$ cat src/hdl/eu_pkg.sv
// Shared constants, types and helper functions of the execution-unit slice.
// Assumes a single core clock domain and a synchronous active-low reset.
`default_nettype none
package eu_pkg;
    // ----------------------------------------------------------------
    // Sizes and register map
    // ----------------------------------------------------------------
    localparam int          ADDR_W     = 4;
    localparam int          DATA_W     = 32;
    localparam int          PC_W       = 24;
    localparam int          POS_W      = 3;
    localparam int          STK_DEPTH  = 8;
    localparam logic [3:0]  REG_FLAGS  = 4'h0;
    localparam logic [3:0]  REG_PC     = 4'h4;
    localparam logic [3:0]  REG_STAT   = 4'h8;
    localparam int          FLG_C      = 0;
    localparam int          FLG_V      = 1;
    localparam int          FLG_Z      = 2;
    localparam int          FLG_N      = 3;
    localparam int          STAT_TAKEN = 0;
    localparam int          STAT_OVF   = 1;
    localparam int          STAT_UNF   = 2;
    localparam int          STAT_FULL  = 3;
    localparam int          STAT_EMPTY = 4;
    localparam logic [3:0]  FLAGS_RST  = 4'h0;
    localparam logic [23:0] PC_RST     = 24'h000000;

    // ----------------------------------------------------------------
    // Operation, condition and state encodings
    // ----------------------------------------------------------------
    typedef enum logic [3:0] {
        OP_NONE                = 4'h0,
        OP_BIT_OR_CARRY        = 4'h1,
        OP_BIT_INV_OR_CARRY    = 4'h2,
        OP_BIT_XOR_CARRY       = 4'h3,
        OP_BIT_INV_XOR_CARRY   = 4'h4,
        OP_BIT_LOAD_CARRY      = 4'h5,
        OP_BIT_INV_LOAD_CARRY  = 4'h6,
        OP_BIT_STORE_CARRY     = 4'h7,
        OP_BIT_INV_STORE_CARRY = 4'h8,
        OP_BRANCH_COND         = 4'h9,
        OP_JUMP_UNCOND         = 4'ha,
        OP_BRANCH_SUBROUTINE   = 4'hb,
        OP_JUMP_SUBROUTINE     = 4'hc,
        OP_RETURN              = 4'hd
    } eu_op_t;

    typedef enum logic [3:0] {
        CC_BRANCH_ALWAYS     = 4'h0,
        CC_BRANCH_NEVER      = 4'h1,
        CC_BRANCH_HIGHER     = 4'h2,
        CC_BRANCH_LOWER_SAME = 4'h3,
        CC_BRANCH_HIGHER_SAME = 4'h4,
        CC_BRANCH_LOWER      = 4'h5,
        CC_BRANCH_NOT_EQUAL  = 4'h6,
        CC_BRANCH_EQUAL      = 4'h7,
        CC_BRANCH_OVF_CLEAR  = 4'h8,
        CC_BRANCH_OVF_SET    = 4'h9,
        CC_BRANCH_PLUS       = 4'ha,
        CC_BRANCH_MINUS      = 4'hb,
        CC_BRANCH_SIGNED_GE  = 4'hc,
        CC_BRANCH_SIGNED_LT  = 4'hd,
        CC_BRANCH_SIGNED_GT  = 4'he,
        CC_BRANCH_SIGNED_LE  = 4'hf
    } eu_cond_t;

    typedef enum logic [1:0] {
        ST_RUN = 2'b01,
        ST_RET = 2'b10
    } eu_state_t;

    // ----------------------------------------------------------------
    // Helpers
    // ----------------------------------------------------------------
    function automatic logic eu_sel_bit(input logic [7:0] data, input logic [2:0] pos);
        eu_sel_bit = data[pos];
    endfunction : eu_sel_bit

    function automatic logic eu_cond_eval(input logic [3:0] cc, input logic [3:0] f);
        logic c;
        logic z;
        logic nv;
        logic r;
        c  = f[FLG_C];
        z  = f[FLG_Z];
        nv = f[FLG_N] ^ f[FLG_V];
        case (cc)
            CC_BRANCH_ALWAYS:      r = 1'b1;
            CC_BRANCH_NEVER:       r = 1'b0;
            CC_BRANCH_HIGHER:      r = ~(c | z);
            CC_BRANCH_LOWER_SAME:  r = c | z;
            CC_BRANCH_HIGHER_SAME: r = ~c;
            CC_BRANCH_LOWER:       r = c;
            CC_BRANCH_NOT_EQUAL:   r = ~z;
            CC_BRANCH_EQUAL:       r = z;
            CC_BRANCH_OVF_CLEAR:   r = ~f[FLG_V];
            CC_BRANCH_OVF_SET:     r = f[FLG_V];
            CC_BRANCH_PLUS:        r = ~f[FLG_N];
            CC_BRANCH_MINUS:       r = f[FLG_N];
            CC_BRANCH_SIGNED_GE:   r = ~nv;
            CC_BRANCH_SIGNED_LT:   r = nv;
            CC_BRANCH_SIGNED_GT:   r = ~(z | nv);
            default:               r = z | nv;
        endcase
        eu_cond_eval = r;
    endfunction : eu_cond_eval
endpackage : eu_pkg
`default_nettype wire

$ cat src/hdl/eu_ifs.sv
// Internal carriers between the execution-unit top and its two helpers.
// Assumes both ends run on the same core clock.
`default_nettype none
interface eu_bit_if;
    import eu_pkg::*;
    logic [3:0] kind;
    logic       use_reg;
    logic [2:0] imm_pos;
    logic [2:0] reg_pos;
    logic [7:0] data;
    logic       carry;
    logic       carry_nxt;
    logic [7:0] byte_nxt;
    logic       carry_we;
    logic       byte_we;
    modport core (output kind, use_reg, imm_pos, reg_pos, data, carry,
                  input  carry_nxt, byte_nxt, carry_we, byte_we);
    modport unit (input  kind, use_reg, imm_pos, reg_pos, data, carry,
                  output carry_nxt, byte_nxt, carry_we, byte_we);
endinterface : eu_bit_if

interface eu_stk_if #(parameter int PC_W = 24);
    logic            push;
    logic            pop;
    logic [PC_W-1:0] wdata;
    logic [PC_W-1:0] rdata;
    logic            full;
    logic            empty;
    modport core (output push, pop, wdata, input rdata, full, empty);
    modport mem  (input push, pop, wdata, output rdata, full, empty);
endinterface : eu_stk_if
`default_nettype wire

$ cat src/hdl/eu_bitunit.sv
// Single-bit carry operations: selects the operand bit and forms new carry or byte.
// Assumes the caller registers the results; this module is purely combinational.
`default_nettype none
module eu_bitunit
    import eu_pkg::*;
(
    eu_bit_if.unit bi
);
    // ----------------------------------------------------------------
    // Bit position and operand bit
    // ----------------------------------------------------------------
    wire       inv_op = (bi.kind == OP_BIT_INV_OR_CARRY) || (bi.kind == OP_BIT_INV_XOR_CARRY) ||
                        (bi.kind == OP_BIT_INV_LOAD_CARRY) || (bi.kind == OP_BIT_INV_STORE_CARRY);
    // Inverted forms have no register-sourced position, so use_reg is ignored.
    wire [2:0] pos    = (!inv_op && bi.use_reg) ? bi.reg_pos : bi.imm_pos;
    wire       obit   = eu_sel_bit(bi.data, pos);
    wire       sbit   = (bi.kind == OP_BIT_INV_STORE_CARRY) ? ~bi.carry : bi.carry;

    // ----------------------------------------------------------------
    // Results
    // ----------------------------------------------------------------
    always_comb begin
        bi.carry_nxt = bi.carry;
        bi.carry_we  = 1'b1;
        bi.byte_we   = 1'b0;
        bi.byte_nxt  = bi.data;
        bi.byte_nxt[pos] = sbit;
        case (bi.kind)
            OP_BIT_OR_CARRY:        bi.carry_nxt = bi.carry | obit;
            OP_BIT_INV_OR_CARRY:    bi.carry_nxt = bi.carry | ~obit;
            OP_BIT_XOR_CARRY:       bi.carry_nxt = bi.carry ^ obit;
            OP_BIT_INV_XOR_CARRY:   bi.carry_nxt = bi.carry ^ ~obit;
            OP_BIT_LOAD_CARRY:      bi.carry_nxt = obit;
            OP_BIT_INV_LOAD_CARRY:  bi.carry_nxt = ~obit;
            OP_BIT_STORE_CARRY,
            OP_BIT_INV_STORE_CARRY: begin
                bi.carry_we = 1'b0;
                bi.byte_we  = 1'b1;
            end
            default:                bi.carry_we = 1'b0;
        endcase
    end
endmodule : eu_bitunit
`default_nettype wire

$ cat src/hdl/eu_rstack.sv
// Return-address stack with registered read data holding the popped word.
// Assumes the caller never pushes and pops in the same cycle.
`default_nettype none
module eu_rstack
    import eu_pkg::*;
#(
    parameter int DEPTH = STK_DEPTH,
    parameter int PW    = PC_W
)(
    input  wire logic mclk,
    input  wire logic rstn,
    input  wire logic ce,
    eu_stk_if.mem     sk
);
    localparam int SP_W = $clog2(DEPTH + 1);

    logic [PW-1:0]   mem_r [DEPTH];
    logic [SP_W-1:0] sp_r;
    logic [PW-1:0]   rdata_r;

    wire do_push = sk.push && (sp_r != SP_W'(DEPTH));
    wire do_pop  = sk.pop && (sp_r != '0);

    assign sk.rdata = rdata_r;
    assign sk.full  = (sp_r == SP_W'(DEPTH));
    assign sk.empty = (sp_r == '0);

    // ----------------------------------------------------------------
    // Storage
    // ----------------------------------------------------------------
    always_ff @(posedge mclk) begin
        if (ce && do_push) begin
            mem_r[sp_r[$clog2(DEPTH)-1:0]] <= sk.wdata;
        end
        if (ce && do_pop) begin
            rdata_r <= mem_r[sp_r[$clog2(DEPTH)-1:0] - 1'b1];
        end
    end

    always_ff @(posedge mclk) begin
        if (!rstn) begin
            sp_r <= '0;
        end else if (ce && do_push) begin
            sp_r <= sp_r + 1'b1;
        end else if (ce && do_pop) begin
            sp_r <= sp_r - 1'b1;
        end
    end
endmodule : eu_rstack
`default_nettype wire

$ cat src/hdl/eu_core.sv
// Execution-unit slice: bit-through-carry operations, branch predicates and flow control.
// Assumes decode presents one operation per accepted cycle and holds it while op_ready_r is low.
//
// Operation
// - Or-to-carry: carry becomes carry OR bit.
// - Inverted or: carry becomes carry OR NOT bit.
// - Xor-to-carry: carry becomes carry XOR bit.
// - Inverted xor: carry becomes carry XOR NOT bit.
// - Bit load copies operand bit into carry.
// - Inverted load writes complemented bit into carry.
// - Bit store writes carry, other bits kept.
// - Inverted store writes complemented carry into bit.
// - Inverted forms take position from immediate only.
// - Plain forms: immediate or register low bits.
// - Branch taken only when condition true.
// - Always, never, equal, overflow, sign conditions.
// - Unsigned conditions from carry and zero.
// - Signed conditions from zero, negative, overflow.
//
// Implementation choices: the placing of the registers and the strobed register port.
`default_nettype none
module eu_core
    import eu_pkg::*;
#(
    parameter int DEPTH = STK_DEPTH
)(
    input  wire logic              mclk,
    input  wire logic              rstn,
    input  wire logic              ce,
    input  wire logic [ADDR_W-1:0] reg_addr,
    input  wire logic [DATA_W-1:0] reg_wdata,
    input  wire logic              reg_wr,
    input  wire logic              reg_rd,
    output logic      [DATA_W-1:0] reg_rdata_r,
    input  wire logic              op_valid,
    input  wire logic [3:0]        op_kind,
    input  wire logic              op_use_reg,
    input  wire logic [2:0]        op_imm_pos,
    input  wire logic [7:0]        op_reg_val,
    input  wire logic [7:0]        op_byte,
    input  wire logic [3:0]        op_cond,
    input  wire logic [PC_W-1:0]   op_target,
    input  wire logic [PC_W-1:0]   op_next_pc,
    output logic                   op_ready_r,
    output logic                   done_r,
    output logic      [7:0]        byte_out_r,
    output logic                   byte_we_r,
    output logic                   taken_r,
    output logic      [PC_W-1:0]   pc_r,
    output logic      [3:0]        flags_r
);
    // ----------------------------------------------------------------
    // Helpers and state
    // ----------------------------------------------------------------
    eu_bit_if            bi ();
    eu_stk_if #(.PC_W(PC_W)) sk ();

    eu_state_t  state_r;
    eu_state_t  state_nxt;
    logic       ovf_r;
    logic       unf_r;
    logic [3:0] flags_nxt;
    logic [PC_W-1:0] pc_nxt;

    eu_bitunit u_bit (
        .bi (bi)
    );

    eu_rstack #(.DEPTH(DEPTH), .PW(PC_W)) u_stk (
        .mclk (mclk),
        .rstn (rstn),
        .ce   (ce),
        .sk   (sk)
    );

    // ----------------------------------------------------------------
    // Decode
    // ----------------------------------------------------------------
    wire accept     = ce && op_valid && op_ready_r;
    wire is_branch  = (op_kind == OP_BRANCH_COND);
    wire is_jump    = (op_kind == OP_JUMP_UNCOND);
    wire is_call    = (op_kind == OP_BRANCH_SUBROUTINE) || (op_kind == OP_JUMP_SUBROUTINE);
    wire is_ret     = (op_kind == OP_RETURN);
    wire is_flow    = is_branch || is_jump || is_call || is_ret;
    wire cond_true  = eu_cond_eval(op_cond, flags_r);
    wire take       = (is_branch && cond_true) || is_jump || is_call;
    wire wr_flags   = reg_wr && (reg_addr == REG_FLAGS);
    wire call_drop  = accept && is_call && sk.full;
    wire ret_drop   = accept && is_ret && sk.empty;

    assign bi.kind    = accept ? op_kind : OP_NONE;
    assign bi.use_reg = op_use_reg;
    assign bi.imm_pos = op_imm_pos;
    assign bi.reg_pos = op_reg_val[2:0];
    assign bi.data    = op_byte;
    assign bi.carry   = flags_r[FLG_C];

    // Unless the stack is full, the return address is saved on the same clock edge that control moves to the target.
    assign sk.push  = accept && is_call;
    assign sk.pop   = accept && is_ret;
    assign sk.wdata = op_next_pc;

    // ----------------------------------------------------------------
    // Next-state selection
    // ----------------------------------------------------------------
    // An executing operation's carry update wins over a software flag write in the same cycle.
    always_comb begin
        flags_nxt = wr_flags ? reg_wdata[3:0] : flags_r;
        if (bi.carry_we) begin
            flags_nxt[FLG_C] = bi.carry_nxt;
        end
    end

    always_comb begin
        pc_nxt    = pc_r;
        state_nxt = state_r;
        case (state_r)
            ST_RUN: begin
                if (accept && is_ret && !sk.empty) begin
                    state_nxt = ST_RET;
                end else if (accept && take) begin
                    pc_nxt = op_target;
                end else if (accept) begin
                    pc_nxt = op_next_pc;
                end
            end
            ST_RET: begin
                pc_nxt    = sk.rdata;
                state_nxt = ST_RUN;
            end
            default: state_nxt = ST_RUN;
        endcase
    end

    wire [DATA_W-1:0] stat_word = {{(DATA_W-5){1'b0}}, sk.empty, sk.full, unf_r, ovf_r, taken_r};
    wire [DATA_W-1:0] rd_word   = (reg_addr == REG_FLAGS) ? {{(DATA_W-4){1'b0}}, flags_r} :
                                  (reg_addr == REG_PC)    ? {{(DATA_W-PC_W){1'b0}}, pc_r} :
                                  (reg_addr == REG_STAT)  ? stat_word : '0;

    // ----------------------------------------------------------------
    // Registers
    // ----------------------------------------------------------------
    always_ff @(posedge mclk) begin
        if (!rstn) begin
            state_r <= ST_RUN;
            pc_r    <= PC_RST;
            flags_r <= FLAGS_RST;
        end else if (ce) begin
            state_r <= state_nxt;
            pc_r    <= pc_nxt;
            flags_r <= flags_nxt;
        end
    end

    always_ff @(posedge mclk) begin
        if (!rstn) begin
            op_ready_r <= 1'b1;
            done_r     <= 1'b0;
            taken_r    <= 1'b0;
        end else if (ce) begin
            op_ready_r <= (state_nxt == ST_RUN);
            done_r     <= (accept && !(is_ret && !sk.empty)) || (state_r == ST_RET);
            if (accept && is_flow) begin
                taken_r <= take || (is_ret && !sk.empty);
            end
        end
    end

    always_ff @(posedge mclk) begin
        if (!rstn) begin
            byte_out_r <= 8'h00;
            byte_we_r  <= 1'b0;
        end else if (ce) begin
            byte_we_r <= bi.byte_we;
            if (bi.byte_we) begin
                byte_out_r <= bi.byte_nxt;
            end
        end
    end

    // Sticky stack errors; a new error in the clearing cycle is kept.
    always_ff @(posedge mclk) begin
        if (!rstn) begin
            ovf_r <= 1'b0;
            unf_r <= 1'b0;
        end else if (ce) begin
            ovf_r <= call_drop || (ovf_r && !(reg_wr && reg_addr == REG_STAT && reg_wdata[STAT_OVF]));
            unf_r <= ret_drop || (unf_r && !(reg_wr && reg_addr == REG_STAT && reg_wdata[STAT_UNF]));
        end
    end

    // Read data stand in the cycle after the strobe only; the bus never waits.
    always_ff @(posedge mclk) begin
        if (!rstn) begin
            reg_rdata_r <= '0;
        end else if (ce) begin
            reg_rdata_r <= reg_rd ? rd_word : '0;
        end
    end

    // ----------------------------------------------------------------
    // Checks
    // ----------------------------------------------------------------
    wire        chk_obit   = eu_sel_bit(op_byte, op_use_reg ? op_reg_val[2:0] : op_imm_pos);
    wire        chk_imbit  = eu_sel_bit(op_byte, op_imm_pos);
    wire        chk_go     = accept && state_r == ST_RUN;

    AST_OR_CARRY: assert property (
        @(posedge mclk) disable iff (!rstn)
        (chk_go && op_kind == OP_BIT_OR_CARRY) |=>
            flags_r[FLG_C] == ($past(flags_r[FLG_C]) | $past(chk_obit)))
        else $error("Or-to-carry result wrong.");

    AST_INV_OR_CARRY: assert property (
        @(posedge mclk) disable iff (!rstn)
        (chk_go && op_kind == OP_BIT_INV_OR_CARRY) |=>
            flags_r[FLG_C] == ($past(flags_r[FLG_C]) | ~$past(chk_imbit)))
        else $error("Inverted or-to-carry result wrong.");

    AST_XOR_CARRY: assert property (
        @(posedge mclk) disable iff (!rstn)
        (chk_go && op_kind == OP_BIT_XOR_CARRY) |=>
            flags_r[FLG_C] == ($past(flags_r[FLG_C]) ^ $past(chk_obit)))
        else $error("Xor-to-carry result wrong.");

    AST_INV_XOR_CARRY: assert property (
        @(posedge mclk) disable iff (!rstn)
        (chk_go && op_kind == OP_BIT_INV_XOR_CARRY) |=>
            flags_r[FLG_C] != ($past(flags_r[FLG_C]) ^ $past(chk_imbit)))
        else $error("Inverted xor-to-carry result wrong.");

    AST_LOAD_CARRY: assert property (
        @(posedge mclk) disable iff (!rstn)
        (chk_go && op_kind == OP_BIT_LOAD_CARRY) |=> flags_r[FLG_C] == $past(chk_obit))
        else $error("Bit load did not copy the bit.");

    AST_INV_LOAD_CARRY: assert property (
        @(posedge mclk) disable iff (!rstn)
        (chk_go && op_kind == OP_BIT_INV_LOAD_CARRY) |=> flags_r[FLG_C] == !$past(chk_imbit))
        else $error("Inverted bit load wrong.");

    AST_STORE_CARRY: assert property (
        @(posedge mclk) disable iff (!rstn)
        (chk_go && op_kind == OP_BIT_STORE_CARRY && !op_use_reg) |=>
            byte_we_r && byte_out_r[$past(op_imm_pos)] == $past(flags_r[FLG_C]) &&
            ((byte_out_r ^ $past(op_byte)) & ~(8'h01 << $past(op_imm_pos))) == 8'h00)
        else $error("Bit store corrupted the byte.");

    AST_INV_STORE_CARRY: assert property (
        @(posedge mclk) disable iff (!rstn)
        (chk_go && op_kind == OP_BIT_INV_STORE_CARRY) |=>
            byte_we_r && byte_out_r[$past(op_imm_pos)] == !$past(flags_r[FLG_C]))
        else $error("Inverted bit store wrong.");

    AST_BRANCH_PC: assert property (
        @(posedge mclk) disable iff (!rstn)
        (chk_go && is_branch) |=>
            pc_r == ($past(cond_true) ? $past(op_target) : $past(op_next_pc)))
        else $error("Branch went to the wrong address.");

    AST_RETURN: assert property (
        @(posedge mclk) disable iff (!rstn)
        (chk_go && is_call && !sk.full && ce) ##1 (ce && op_valid && op_ready_r && is_ret)
            |=> !op_ready_r ##1 ($past(ce) ? pc_r == $past(op_next_pc, 3) : 1'b1))
        else $error("Return did not restore the saved address.");
endmodule : eu_core
`default_nettype wire

$ cat config.mk
export PLATFORM = sky130hd
export DESIGN_NAME = eu_core
export DESIGN_NICKNAME = d
export VERILOG_FILES = /design/src/hdl/eu_pkg.sv /design/src/hdl/eu_ifs.sv /design/src/hdl/eu_bitunit.sv /design/src/hdl/eu_rstack.sv /design/src/hdl/eu_core.sv
export SDC_FILE = /design/constraint.sdc
export NUM_CORES = 1
export LEC_CHECK = 0
export ABC_CLOCK_PERIOD_IN_PS = 3910
export BUFFER_PORTS_ARGS = -buffer_cell sky130_fd_sc_hd__buf_2
export CAP_MARGIN = 20
export CORE_MARGIN = 2
export CORE_UTILIZATION = 51
export CTS_BUF_LIST = sky130_fd_sc_hd__clkbuf_4 sky130_fd_sc_hd__clkbuf_8 sky130_fd_sc_hd__clkbuf_16
export DETAILED_ROUTE_END_ITERATION = 12
export PLACE_DENSITY = 0.76
export SYNTH_ARGS = -nofsm -noshare
export SYNTH_HDL_FRONTEND = slang
export SYNTH_SLANG_ARGS = --single-unit
$ cat constraint.sdc
create_clock -name mclk -period 3.91 [get_ports mclk]
set_clock_uncertainty 0.15 [all_clocks]
set_input_delay 0.1955 -clock mclk [delete_from_list [all_inputs] [get_ports mclk]]
set_output_delay 0.1955 -clock mclk [all_outputs]
set_load 0.02 [all_outputs]
### Word-level counts from Yosys, hierarchy flattened

Memory sizes are Yosys's and may differ from the RTL's. A register that Yosys moved wholly into a read port is not among the register bits.
Index checks and enable logic that the tools add are counted.

| word-level totals | value |
|---|---|
| flip-flop bits (word level) | 80 |
| memories | 1 |
| word-level logic and storage cells | 155 |
| RAM bits | 192 |

| cells by class | value |
|---|---|
| bitwise operators | 15 |
| eq/ne operators | 37 |
| $lt $le $gt $ge | 2 |
| add/subtract/negate cells | 3 |
| reduce and logical (&&, ||, !) cells | 56 |
| muxes and demuxes | 28 |

Memory list:

| name | words | bits a word | rd ports | clocked after Yosys merged registers in | write ports | line | source |
|---|---|---|---|---|---|---|---|
| u_stk.mem_r | 8 | 24 | 1 | 1 | 1 | eu_rstack.sv:17 | `logic [PW-1:0] mem_r [DEPTH];` |

Operator list:

| operator | number |
|---|---|
| 24-bit two-way mux | 6 |
| 4-bit equality test (second input constant) | 15 |
| 24-bit one-hot mux with 2 select lines | 1 |
| 4-bit by 3-bit equality test with 1-bit output (second input constant) | 9 |
| 1-bit logical AND | 24 |
| 4-bit by 2-bit equality test with 1-bit output (second input constant) | 4 |
| 1-bit one-hot mux with 15 select lines | 1 |
| 1-bit logical OR | 13 |
| 4-bit zero test | 3 |
| 4-bit two-way mux | 3 |
| 1-bit two-way mux | 9 |
| 8-bit bitwise mux | 1 |
| 4-bit by 1-bit equality test with 1-bit output (second input constant) | 2 |
| 1-bit NOT | 8 |
| 7-bit by 1-bit != test with 1-bit output (second input constant) | 1 |
| 1-bit one-hot mux with 6 select lines | 1 |
| 2-bit AND reduction | 3 |
| 2-bit nonzero test | 3 |
| 6-bit OR reduction | 1 |
| 1-bit zero test | 5 |
| 5-bit two-way mux | 1 |
| 4-bit by 1-bit adder with 4-bit output (second input constant) | 1 |
| 2-bit by 1-bit equality test with 1-bit output (second input constant) | 2 |
| 3-bit by 4-bit less-than comparator with 1-bit output (second input constant) | 1 |
| other kinds (17) | 23 |

### Depth between registers and ports, before layout

Gate-level depths: netlist (run 1).

| depth | value |
|---|---|
| depth after elaboration | 16 |
| depth in mapped cells | 15 |
| depth with buffers taken out | 13 |

### Modules after synthesis

Synthesis (run 1) repeated with hierarchy kept, for this count alone.

| unflattened totals | value |
|---|---|
| cell total of the unflattened synthesis | 872 |
| area, all modules | 12674.7 µm² |

Modules (own cells, without submodules):

| module | cells each | times used | area each (µm²) | sequential area each (µm²) |
|---|---|---|---|---|
| eu_rstack | 354 | 1 | 8399.3 | 6566.3 |
| eu_core | 456 | 1 | 3813.7 | 1361.3 |
| eu_bitunit | 62 | 1 | 461.7 | 0.0 |

### Worst setup path before layout (run 1)

OpenSTA, ideal clock, no wires.

| timing | value |
|---|---|
| path type | reg2reg |
| start | reg u_stk.sp_r[0] |
| end | mem u_stk.mem_r[0][0] in the netlist's numbering (enable) |
| data required time | 3.325 ns |
| buffers on the path | 2 |
| period minus slack after synthesis | 4.237 ns |
| slack | -0.327 ns |
| cell stages (with the launch flop) | 10 |
| arrival time | 3.652 ns |
| cells stage by stage | dfxtp_1 > clkbuf_1 > buf_1 > inv_1 > ha_1 > nor2b_1 > nand2_1 > and2_1 > nand2b_1 > nor3_1 |

| between the ends | value |
|---|---|
| word-level cells in the longest chain between the ends | 5 |

Ends and longest elaborated chain:

| what | line | source |
|---|---|---|
| start, declared | eu_rstack.sv:18 | `logic [SP_W-1:0] sp_r;` |
| start signal, assigned | eu_rstack.sv:44 | `sp_r <= sp_r + 1'b1;` |
| start signal, assigned | eu_rstack.sv:46 | `sp_r <= sp_r - 1'b1;` |
| 4-bit != test | eu_rstack.sv:21 | `wire do_push = sk.push && (sp_r != SP_W'(DEPTH));` |
| 1-bit logical AND | eu_rstack.sv:21 |  |
| 1-bit logical AND | eu_rstack.sv:32 | `if (ce && do_push) begin` |
| 1-bit two-way mux | eu_rstack.sv:32 |  |
| 1-bit two-way mux (not written as such) | eu_rstack.sv:33 | `mem_r[sp_r[$clog2(DEPTH)-1:0]] <= sk.wdata;` |
| end, declared | eu_rstack.sv:17 |  |

Parallel ways exist; a longest one is shown, timed or not.

### Final worst setup path (run 1)

| timing | value |
|---|---|
| start | reg flags_r[3] |
| end | reg pc_r[12] |

| between the ends | value |
|---|---|
| word-level cells in the longest chain between the ends | 11 |
| elaborated cells between the ends (all ways) | 15 |
| classes of those cells | eq/ne: 1; mux: 4; bitwise: 5; reduce/logical: 5 |

Ends and longest elaborated chain:

| what | line | source |
|---|---|---|
| start, declared | eu_core.sv:50 | `output logic [3:0] flags_r` |
| start signal, assigned | eu_core.sv:151 | `flags_r <= flags_nxt;` |
| 1-bit XOR | eu_pkg.sv:86 | `nv = f[FLG_N] ^ f[FLG_V];` |
| 1-bit OR | eu_pkg.sv:102, eu_pkg.sv:103 |  |
| 1-bit NOT | eu_pkg.sv:102 | `CC_BRANCH_SIGNED_GT: r = ~(z \| nv);` |
| 1-bit one-hot mux with 15 select lines (*) | eu_pkg.sv:87 | `case (cc)` |
| 1-bit logical AND (*) | eu_core.sv:86 | `wire take = (is_branch && cond_true) \|\| is_jump \|\| is_call;` |
| 1-bit logical OR (*) (2 in a row) | eu_core.sv:86 |  |
| 1-bit logical AND (*) | eu_core.sv:121 | `end else if (accept && take) begin` |
| 24-bit two-way mux | eu_core.sv:121 |  |
| 24-bit two-way mux | eu_core.sv:119 | `if (accept && is_ret && !sk.empty) begin` |
| 24-bit one-hot mux with 2 select lines | eu_core.sv:117 | `case (state_r)` |
| end signal, assigned | eu_core.sv:150 | `pc_r <= pc_nxt;` |
| end, declared | eu_core.sv:49 | `output logic [PC_W-1:0] pc_r,` |

Mark *: on every way between the ends. The rest lies on a longest branch, timed or not. The select of a mux whose other input is x is not followed.
A chain may end at the register's enable or synchronous reset.

==> results.toml, run 1 <==
[status]
run_status = "completed"

[floorplanning]
die_w_um = 158
die-height_um = 158
std_cell_rows = 56
num_io_pins = 190
die_area_um2 = 24900
initial_cell_density_of_the_core_pct = 51.7
core-area_um2 = 23300

[synth]
yosys.area.top_type_share_pct = 53.8
syn_std_cell_area_um2 = 12100
yosysWarnings = 0
synthCells = 781
synth_area_leaders = "edfxtp_1 (54%), dfxtp_1 (12%), mux4_2 (9.0%), mux2i_1 (3.5%), a22oi_1 (2.7%)"
synth_enable_flop_cells = 216
synth-seq-area-share_pct = 65.7
avgSynthCellArea_um2 = 15.4
yosys.area.top_type = "edfxtp_1"
synth_unique_cells = 72
asyncSetResetFlopFracSynth_pct = 0
synth.ff_latch_count = 288
synth_top_flop_cell = "edfxtp_1"

[sta]
slew_of_the_pin_with_the_lowest_slew_margin_ns = 0.889
report.final.slew_viol_count = 0
fin_crit_ns = 3.35
part_of_the_cycle_the_worst_path_needs_pct = 85.6
fmax_ghz = 0.299
slew-limit-headroom_pct = 40.7
post-route-worst-setup-slack_ns = 0.561
unrepaired_setup_endpoints_after_global_routing = "no"
fin_setup_tns_ns = 0
finalSetupViolations = 0
timing_hold_violations_final = 0

[layout]
antenna-diode-count = 0
final_core_utilization_pct = 64.2
nFillCells = 1713
drive_gt1_share_pct = 30.8
layout.nets = 1138
flow.area_growth_from_synthesis_pct = 24.2

[clock_tree]
clock_path_buffers = 3
ctsHtreeMaxLevel = 1
post_cts.resized_instances = 0
worstSkewPairLatency_ns = 0.53
tritoncts_num_sinks = 288
count_of_hold_buffers_inserted_by_post_cts_repair = 82
cts.reportedPaths.clkPinSlew_ns = 0.06
cts_tree = "yes"
cts_setup_buffers = 0
cts_inserted_buffers = 28
cts_root_buffer = "clkbuf_16"

[pwr]
switching_share_pct = 21.5
power_frac_comb_pct = 7.3
worst_ir_drop_vdd_mv = 0.323
seq_power_share_pct = 51.9
switch_pwr_mw = 1.38
clock_power_share_pct = 40.8
p_leak_nw = 5.25
power.density_cell_area_nw_per_um2 = 427
cell_internal_pwr_mw = 5.02

[critical_path]
timing.critical_path.max_delay_family = "compound AO/OA/AOI/OAI gates"
cp_max_fanout = 11
critical_path.startpoint_type = "flip-flop"
worstSetupPathType = "reg -> reg"
cpMaxStageDelayCell = "a31oi_4"
critPathMaxStageDelay_ns = 0.59
critPathRequiredTime_ns = 4.17
crit_path_end_kind = "flip-flop"
path_buf_inv = 2
critical_path.cell_chain = "nand2_1, xnor2_1, a221oi_1, a211o_1, nand4_1, a31oi_4, buf_4, mux2i_1, dlygate4sd3_1, o21ai_1"
cp_data_arrival_time_ns = 3.61

[drt]
postRouteAntennaNets = 0
totalWireLength_um = 27900
detail_route.first_pass.iterations = 5
drt-initial-drc-count = 678
post_drt_wl_per_cell_um = 20.6
drc_errors = 0
vias = 7512
routed_via_density = 5.54

[min_path]
hold_class = "in -> reg"

[placement]
numPortBuffers = 148
hpwl_um = 16200
gp_congestion = 0.895
detailedPlace.worstSlack_ns = 0.981

[global_route]
grt_max_degree = 56
total_global_route_track_usage_pct = 22.4
first_pass_grt_wire_length_um = 42400
via_count_of_the_first_global_routing_pass = 7529
gr-total-overflow = 0
grt_antenna_before_repair = 0

[run]
timing.max_cap.violations = 0
metal layers:
metal	up-vias	global-route usage (%)	share of wire [%]
met5	-	0	0
met4	0	5.15	1.5
met3	34	3.53	6.7
met2	254	38.4	50
met1	3717	30.3	42
li1	3507	-	-
final timing paths:
| path | from | end | slack, ns | depth (start not counted) |
|---|---|---|---|---|
| max reg2reg | flags_r[3] | pc_r[12] | 0.56 | 10 |
| max | flags_r[3] | pc_r[12] | 0.56 | 10 |
| min reg2reg | u_stk.sk.rdata[20] | pc_r[20] | 0.32 | 2 |
| min | op_kind[2] | taken_r | 0.05 | 3 |
cells in the mapped netlist (2+ instances only):
master	instances
a211o_1	2
a21oi_1	16
a221oi_1	4
a22oi_1	43
a31oi_1	3
a32oi_1	4
and2_1	12
and3_1	2
and4_1	2
and4b_1	3
buf_1	6
buf_2	4
buf_4	10
buf_6	2
clkbuf_1	32
dfxtp_1	72
edfxtp_1	216
ha_1	3
inv_1	7
mux2_2	25
mux2i_1	42
mux4_2	48
nand2_1	36
nand2b_1	9
nand3_1	10
nand4_1	3
nor2_1	26
nor2b_1	37
nor3_1	5
nor3b_1	4
nor4bb_1	2
o21a_1	2
o21ai_0	17
o21ai_1	25
o22a_1	2
or3_1	3
xnor2_1	4
xor2_1	4
stage by stage:
step / hold slack, ns / power [mW] / area, µm² / instances
after detailed placement: 0.307 / 3.78 / 13200 / 1222
after CTS: 0.0243 / 6.45 / 15000 / 1356
after floorplan: 0.144 / 3.63 / 12100 / 788
final: 0.0455 / 6.40 / 15000 / 1357
after global routing: 0.0882 / 6.60 / 15000 / 1357
after global placement: 0.303 / 3.77 / 13200 / 1222
state kept, by name (all words and copies together), names as in the netlist, 2 cells and up:
| signal | flops |
|---|---|
| u_stk.mem_r | 192 |
| pc_r | 24 |
| reg_rdata_r | 24 |
| u_stk.sk.rdata | 24 |
| byte_out_r | 8 |
| flags_r | 4 |
| u_stk.sp_r | 4 |
| state_r | 2 |
layout make-up:
type                       count  area [µm²]  area share, %
clock buffer                  36         797           5.32
clock inverter                16         110          0.735
inverter                       8        30.0          0.200
multi-input combinational    438        3940           26.3
sequential                   288        7930           52.9
tap                          319         399           2.66
timing repair buffer         252        1770           11.8
power by group through the flow:
stage	sequential, mW	combinational (mW)	clock (mW)
floorplan	3.40	0.227	0
global placement	3.39	0.386	0
detailed placement	3.39	0.394	0
CTS	3.32	0.463	2.66
global route	3.32	0.505	2.77
finish	3.32	0.466	2.61
placed cells by master (no fill, tap or decap), types with 29 or more instances in the layout:
cell type,Yosys,layout
dlygate4sd3_1,0,82
nor2b_1,37,37
buf_2,4,148
dfxtp_1,72,71
mux2i_1,42,42
a22oi_1,43,43
mux4_2,48,48
clkbuf_16,0,29
nand2_1,36,36
edfxtp_1,216,216
cells by family after synthesis:
family                     synth area share, %
AOI/OAI and AO/OA                         8.22
xor gates and xnor gates                 0.581
adders and majority gates                0.477
buffers and inverters                     2.41
DFF                                       65.7
muxes                                     14.9
other                                   0.0311
and+or+nand+nor                           7.69
worst register-to-register path: cells and delay by family (launching register included):
| family | cells | cell delay [ns] |
|---|---|---|
| AOI/OAI and AO/OA | 4 | 1.03 |
| DFF | 1 | 0.52 |
| muxes | 1 | 0.23 |
| and+or+nand+nor | 2 | 0.25 |
| xor gates and xnor gates | 1 | 0.14 |
| buffers and inverters | 2 | 0.91 |
No activity file was read; power rests on OpenSTA's default activity.
==> run 2: changes to the inputs <==
Settings changed: CORE_UTILIZATION 51 to 53, CTS_BUF_LIST sky130_fd_sc_hd__clkbuf_4 sky130_fd_sc_hd__clkbuf_8 sky130_fd_sc_hd__clkbuf_16 to sky130_fd_sc_hd__clkbuf_2, HOLD_SLACK_MARGIN set to 0.08, PLACE_DENSITY 0.76 to 0.78.
==> run 2 against run 1 <==
Compared with the run above:
- die area is 3.7% lower
- global-route usage up 4.4 points
- design area rose by 7.3%
- flip-flop and latch count did not move
- hold slack improved by 0.11 ns
- total power down 5.3%
- critical path type is now in -> reg
==> results.toml, run 2 (synthesis results as in run 1) <==
[global_route]
total_global_route_track_usage_pct = 26.8
via_count_of_the_first_global_routing_pass = 8779
grt_antenna_before_repair = 1
first_pass_grt_wire_length_um = 48700
grt_max_degree = 56
gr-total-overflow = 0

[critical_path]
critical_path_depth = 12
critPathRequiredTime_ns = 4.44
length_in_cells_of_the_worst_reg_to_reg_path = 11
crit_path_start = "ce"
cp_data_arrival_time_ns = 4.26
critPathCapture = "flags_r[0]"
critPathMaxStageDelay_ns = 0.57
critical_path.cell_chain = "dlygate4sd3_1, buf_2, inv_2, nor3_2, nor4bb_2, buf_4, mux2i_1, dlygate4sd3_1, nand2_1, dlygate4sd3_1, and4_1, dlygate4sd3_1"
cp_max_fanout = 27
startpoint_of_the_worst_register_to_register_path = "flags_r[3]"
worst-r2r-setup-slack_ns = 0.24
timing.critical_path.max_delay_family = "buffers and inverters"
r2r_end = "pc_r[3]"
worstSetupPathType = "in -> reg"
critical_path.startpoint_type = "input port"
crit_top_cell = "dlygate4sd3_1"
crit_path_end_kind = "flip-flop"
path_buf_inv = 7
cpMaxStageDelayCell = "dlygate4sd3_1"

[drt]
postRouteAntennaNets = 0
post_drt_wl_per_cell_um = 20.9
drc_errors = 0
detail_route.first_pass.iterations = 5
vias = 8706
drt-initial-drc-count = 803
routed_via_density = 5.70
totalWireLength_um = 31900

[sta]
fmax_ghz = 0.268
part_of_the_cycle_the_worst_path_needs_pct = 95.3
report.final.slew_viol_count = 0
fin_setup_tns_ns = 0
hold-worst-slack_ns = 0.153
post-route-worst-setup-slack_ns = 0.185
unrepaired_setup_endpoints_after_global_routing = "no"
finalSetupViolations = 0
slew_of_the_pin_with_the_lowest_slew_margin_ns = 0.869
timing_hold_violations_final = 0
fin_crit_ns = 3.72
slew-limit-headroom_pct = 42.0

[placement]
numPortBuffers = 148
gp_congestion = 0.862
detailedPlace.worstSlack_ns = 0.895
hpwl_um = 16900

[layout]
area_of_all_sequential_standard_cells_um2 = 7930
nFillCells = 1444
largest_reg_flops = 192
drive_gt1_share_pct = 32.3
most_common_library_cell_in_the_layout_ignoring_fill_and_taps = "edfxtp_1"
multi_input_comb_area_um2 = 3950
flow.area_growth_from_synthesis_pct = 33.2
layout.nets = 1312
most_used_cells_in_the_layout_excluding_fill_and_tap_cells = "edfxtp_1 (216), dlygate4sd3_1 (205), buf_2 (148)"

[floorplanning]
die_area_um2 = 24000
core-area_um2 = 22500
num_io_pins = 190
die_w_um = 155
std_cell_rows = 55
die-height_um = 155
initial_cell_density_of_the_core_pct = 53.6

[pwr]
p_leak_nw = 5.96
power.density_cell_area_nw_per_um2 = 377
worst_ir_drop_vdd_mv = 0.267

[clock_tree]
cts.reportedPaths.clkPinSlew_ns = 0.09
cts_inserted_buffers = 71
cts_root_buffer = "clkbuf_2"
clock_path_buffers = 3
worstSkewPairLatency_ns = 0.86
cts_tree = "yes"
ctsHtreeMaxLevel = 3
tritoncts_num_sinks = 288

[run]
timing.max_cap.violations = 0

[min_path]
hold_class = "in -> reg"

[status]
run_status = "completed"
==> run 2: cell count changes in the layout (fill, tap and decap cells not counted), moves of 2 or more <==
cell           delta
buf_4             +5
dlygate4sd3_1   +123
clkinv_4          -2
clkbuf_4          -4
buf_12            +3
clkbuf_16        -29
clkbuf_2        +115
clkinv_2          -8
clkbuf_8          -3
bufinv_16         +2
==> run 2: tightest hold or removal path: cells and delay by family <==
family          cells  cell delay (ns)
compound gates      1             0.11
buf+inv             2             0.63
mux                 1             0.08
==> run 2: how the worst min path moves through the flow <==
| stage | end | slack (ns) | from | cells after the start |
|---|---|---|---|---|
| final | pc_r[12] | 0.15 | op_next_pc[12] | 4 |
| after global routing | pc_r[12] | 0.1 | op_next_pc[12] | 4 |
| after CTS | pc_r[12] | 0.08 | op_next_pc[12] | 4 |
| after detailed placement | pc_r[20] | 0.32 | u_stk.sk.rdata[20] | 2 |
| after global placement | pc_r[14] | 0.30 | u_stk.sk.rdata[14] | 2 |
| after floorplan | u_stk.mem_r[0][0] | 0.14 | op_next_pc[0] | 0 |
==> run 2: per-layer routing <==
layer	routed length (µm)	part of all wire [%]	vias up	global-route usage [%]
li1	-	-	3917	-
met1	12800	40	4330	34.3
met2	16200	51	405	46.2
met3	2220	7.0	54	5.18
met4	661	2.1	0	9.52
met5	0	0	-	0
==> run 2: final cells by class <==
| class | instances | share of cell area, % |
|---|---|---|
| flip-flops and latches | 288 | 49.4 |
| multi-input cells | 438 | 24.6 |
| repair buffers | 383 | 19.3 |
| clock buffers | 115 | 3.58 |
| well taps | 285 | 2.22 |
| clock inverters | 10 | 0.755 |
| inverters | 8 | 0.187 |
| diodes | 1 | 0.0156 |
==> run 2: power by group <==
| part | switching, mW | internal, mW | leakage [nW] | total (mW) |
|---|---|---|---|---|
| sequential | 0.0198 | 3.30 | 2.53 | 3.32 |
| clock | 1.22 | 0.961 | 0.537 | 2.18 |
| combinational | 0.273 | 0.296 | 2.89 | 0.569 |
==> run 2: timing repair <==
| action | CTS | global route |
|---|---|---|
| hold endpoints to repair | 283 | 0 |
| gates resized for setup | 0 | 2 |
| setup endpoints to repair | 0 | 16 |
| hold buffers | 205 | 0 |
| setup buffers | 0 | 4 |
==> run 2: per-stage QoR <==
step	instances	utilization [%]	cell area, µm²	power [mW]
floorplan	788	-	12100	3.63
global placement	1192	58.9	13200	3.78
detailed placement	1192	58.9	13200	3.78
CTS	1522	71.1	16000	6.04
global route	1528	71.4	16100	6.30
finish	1528	71.4	16100	6.06
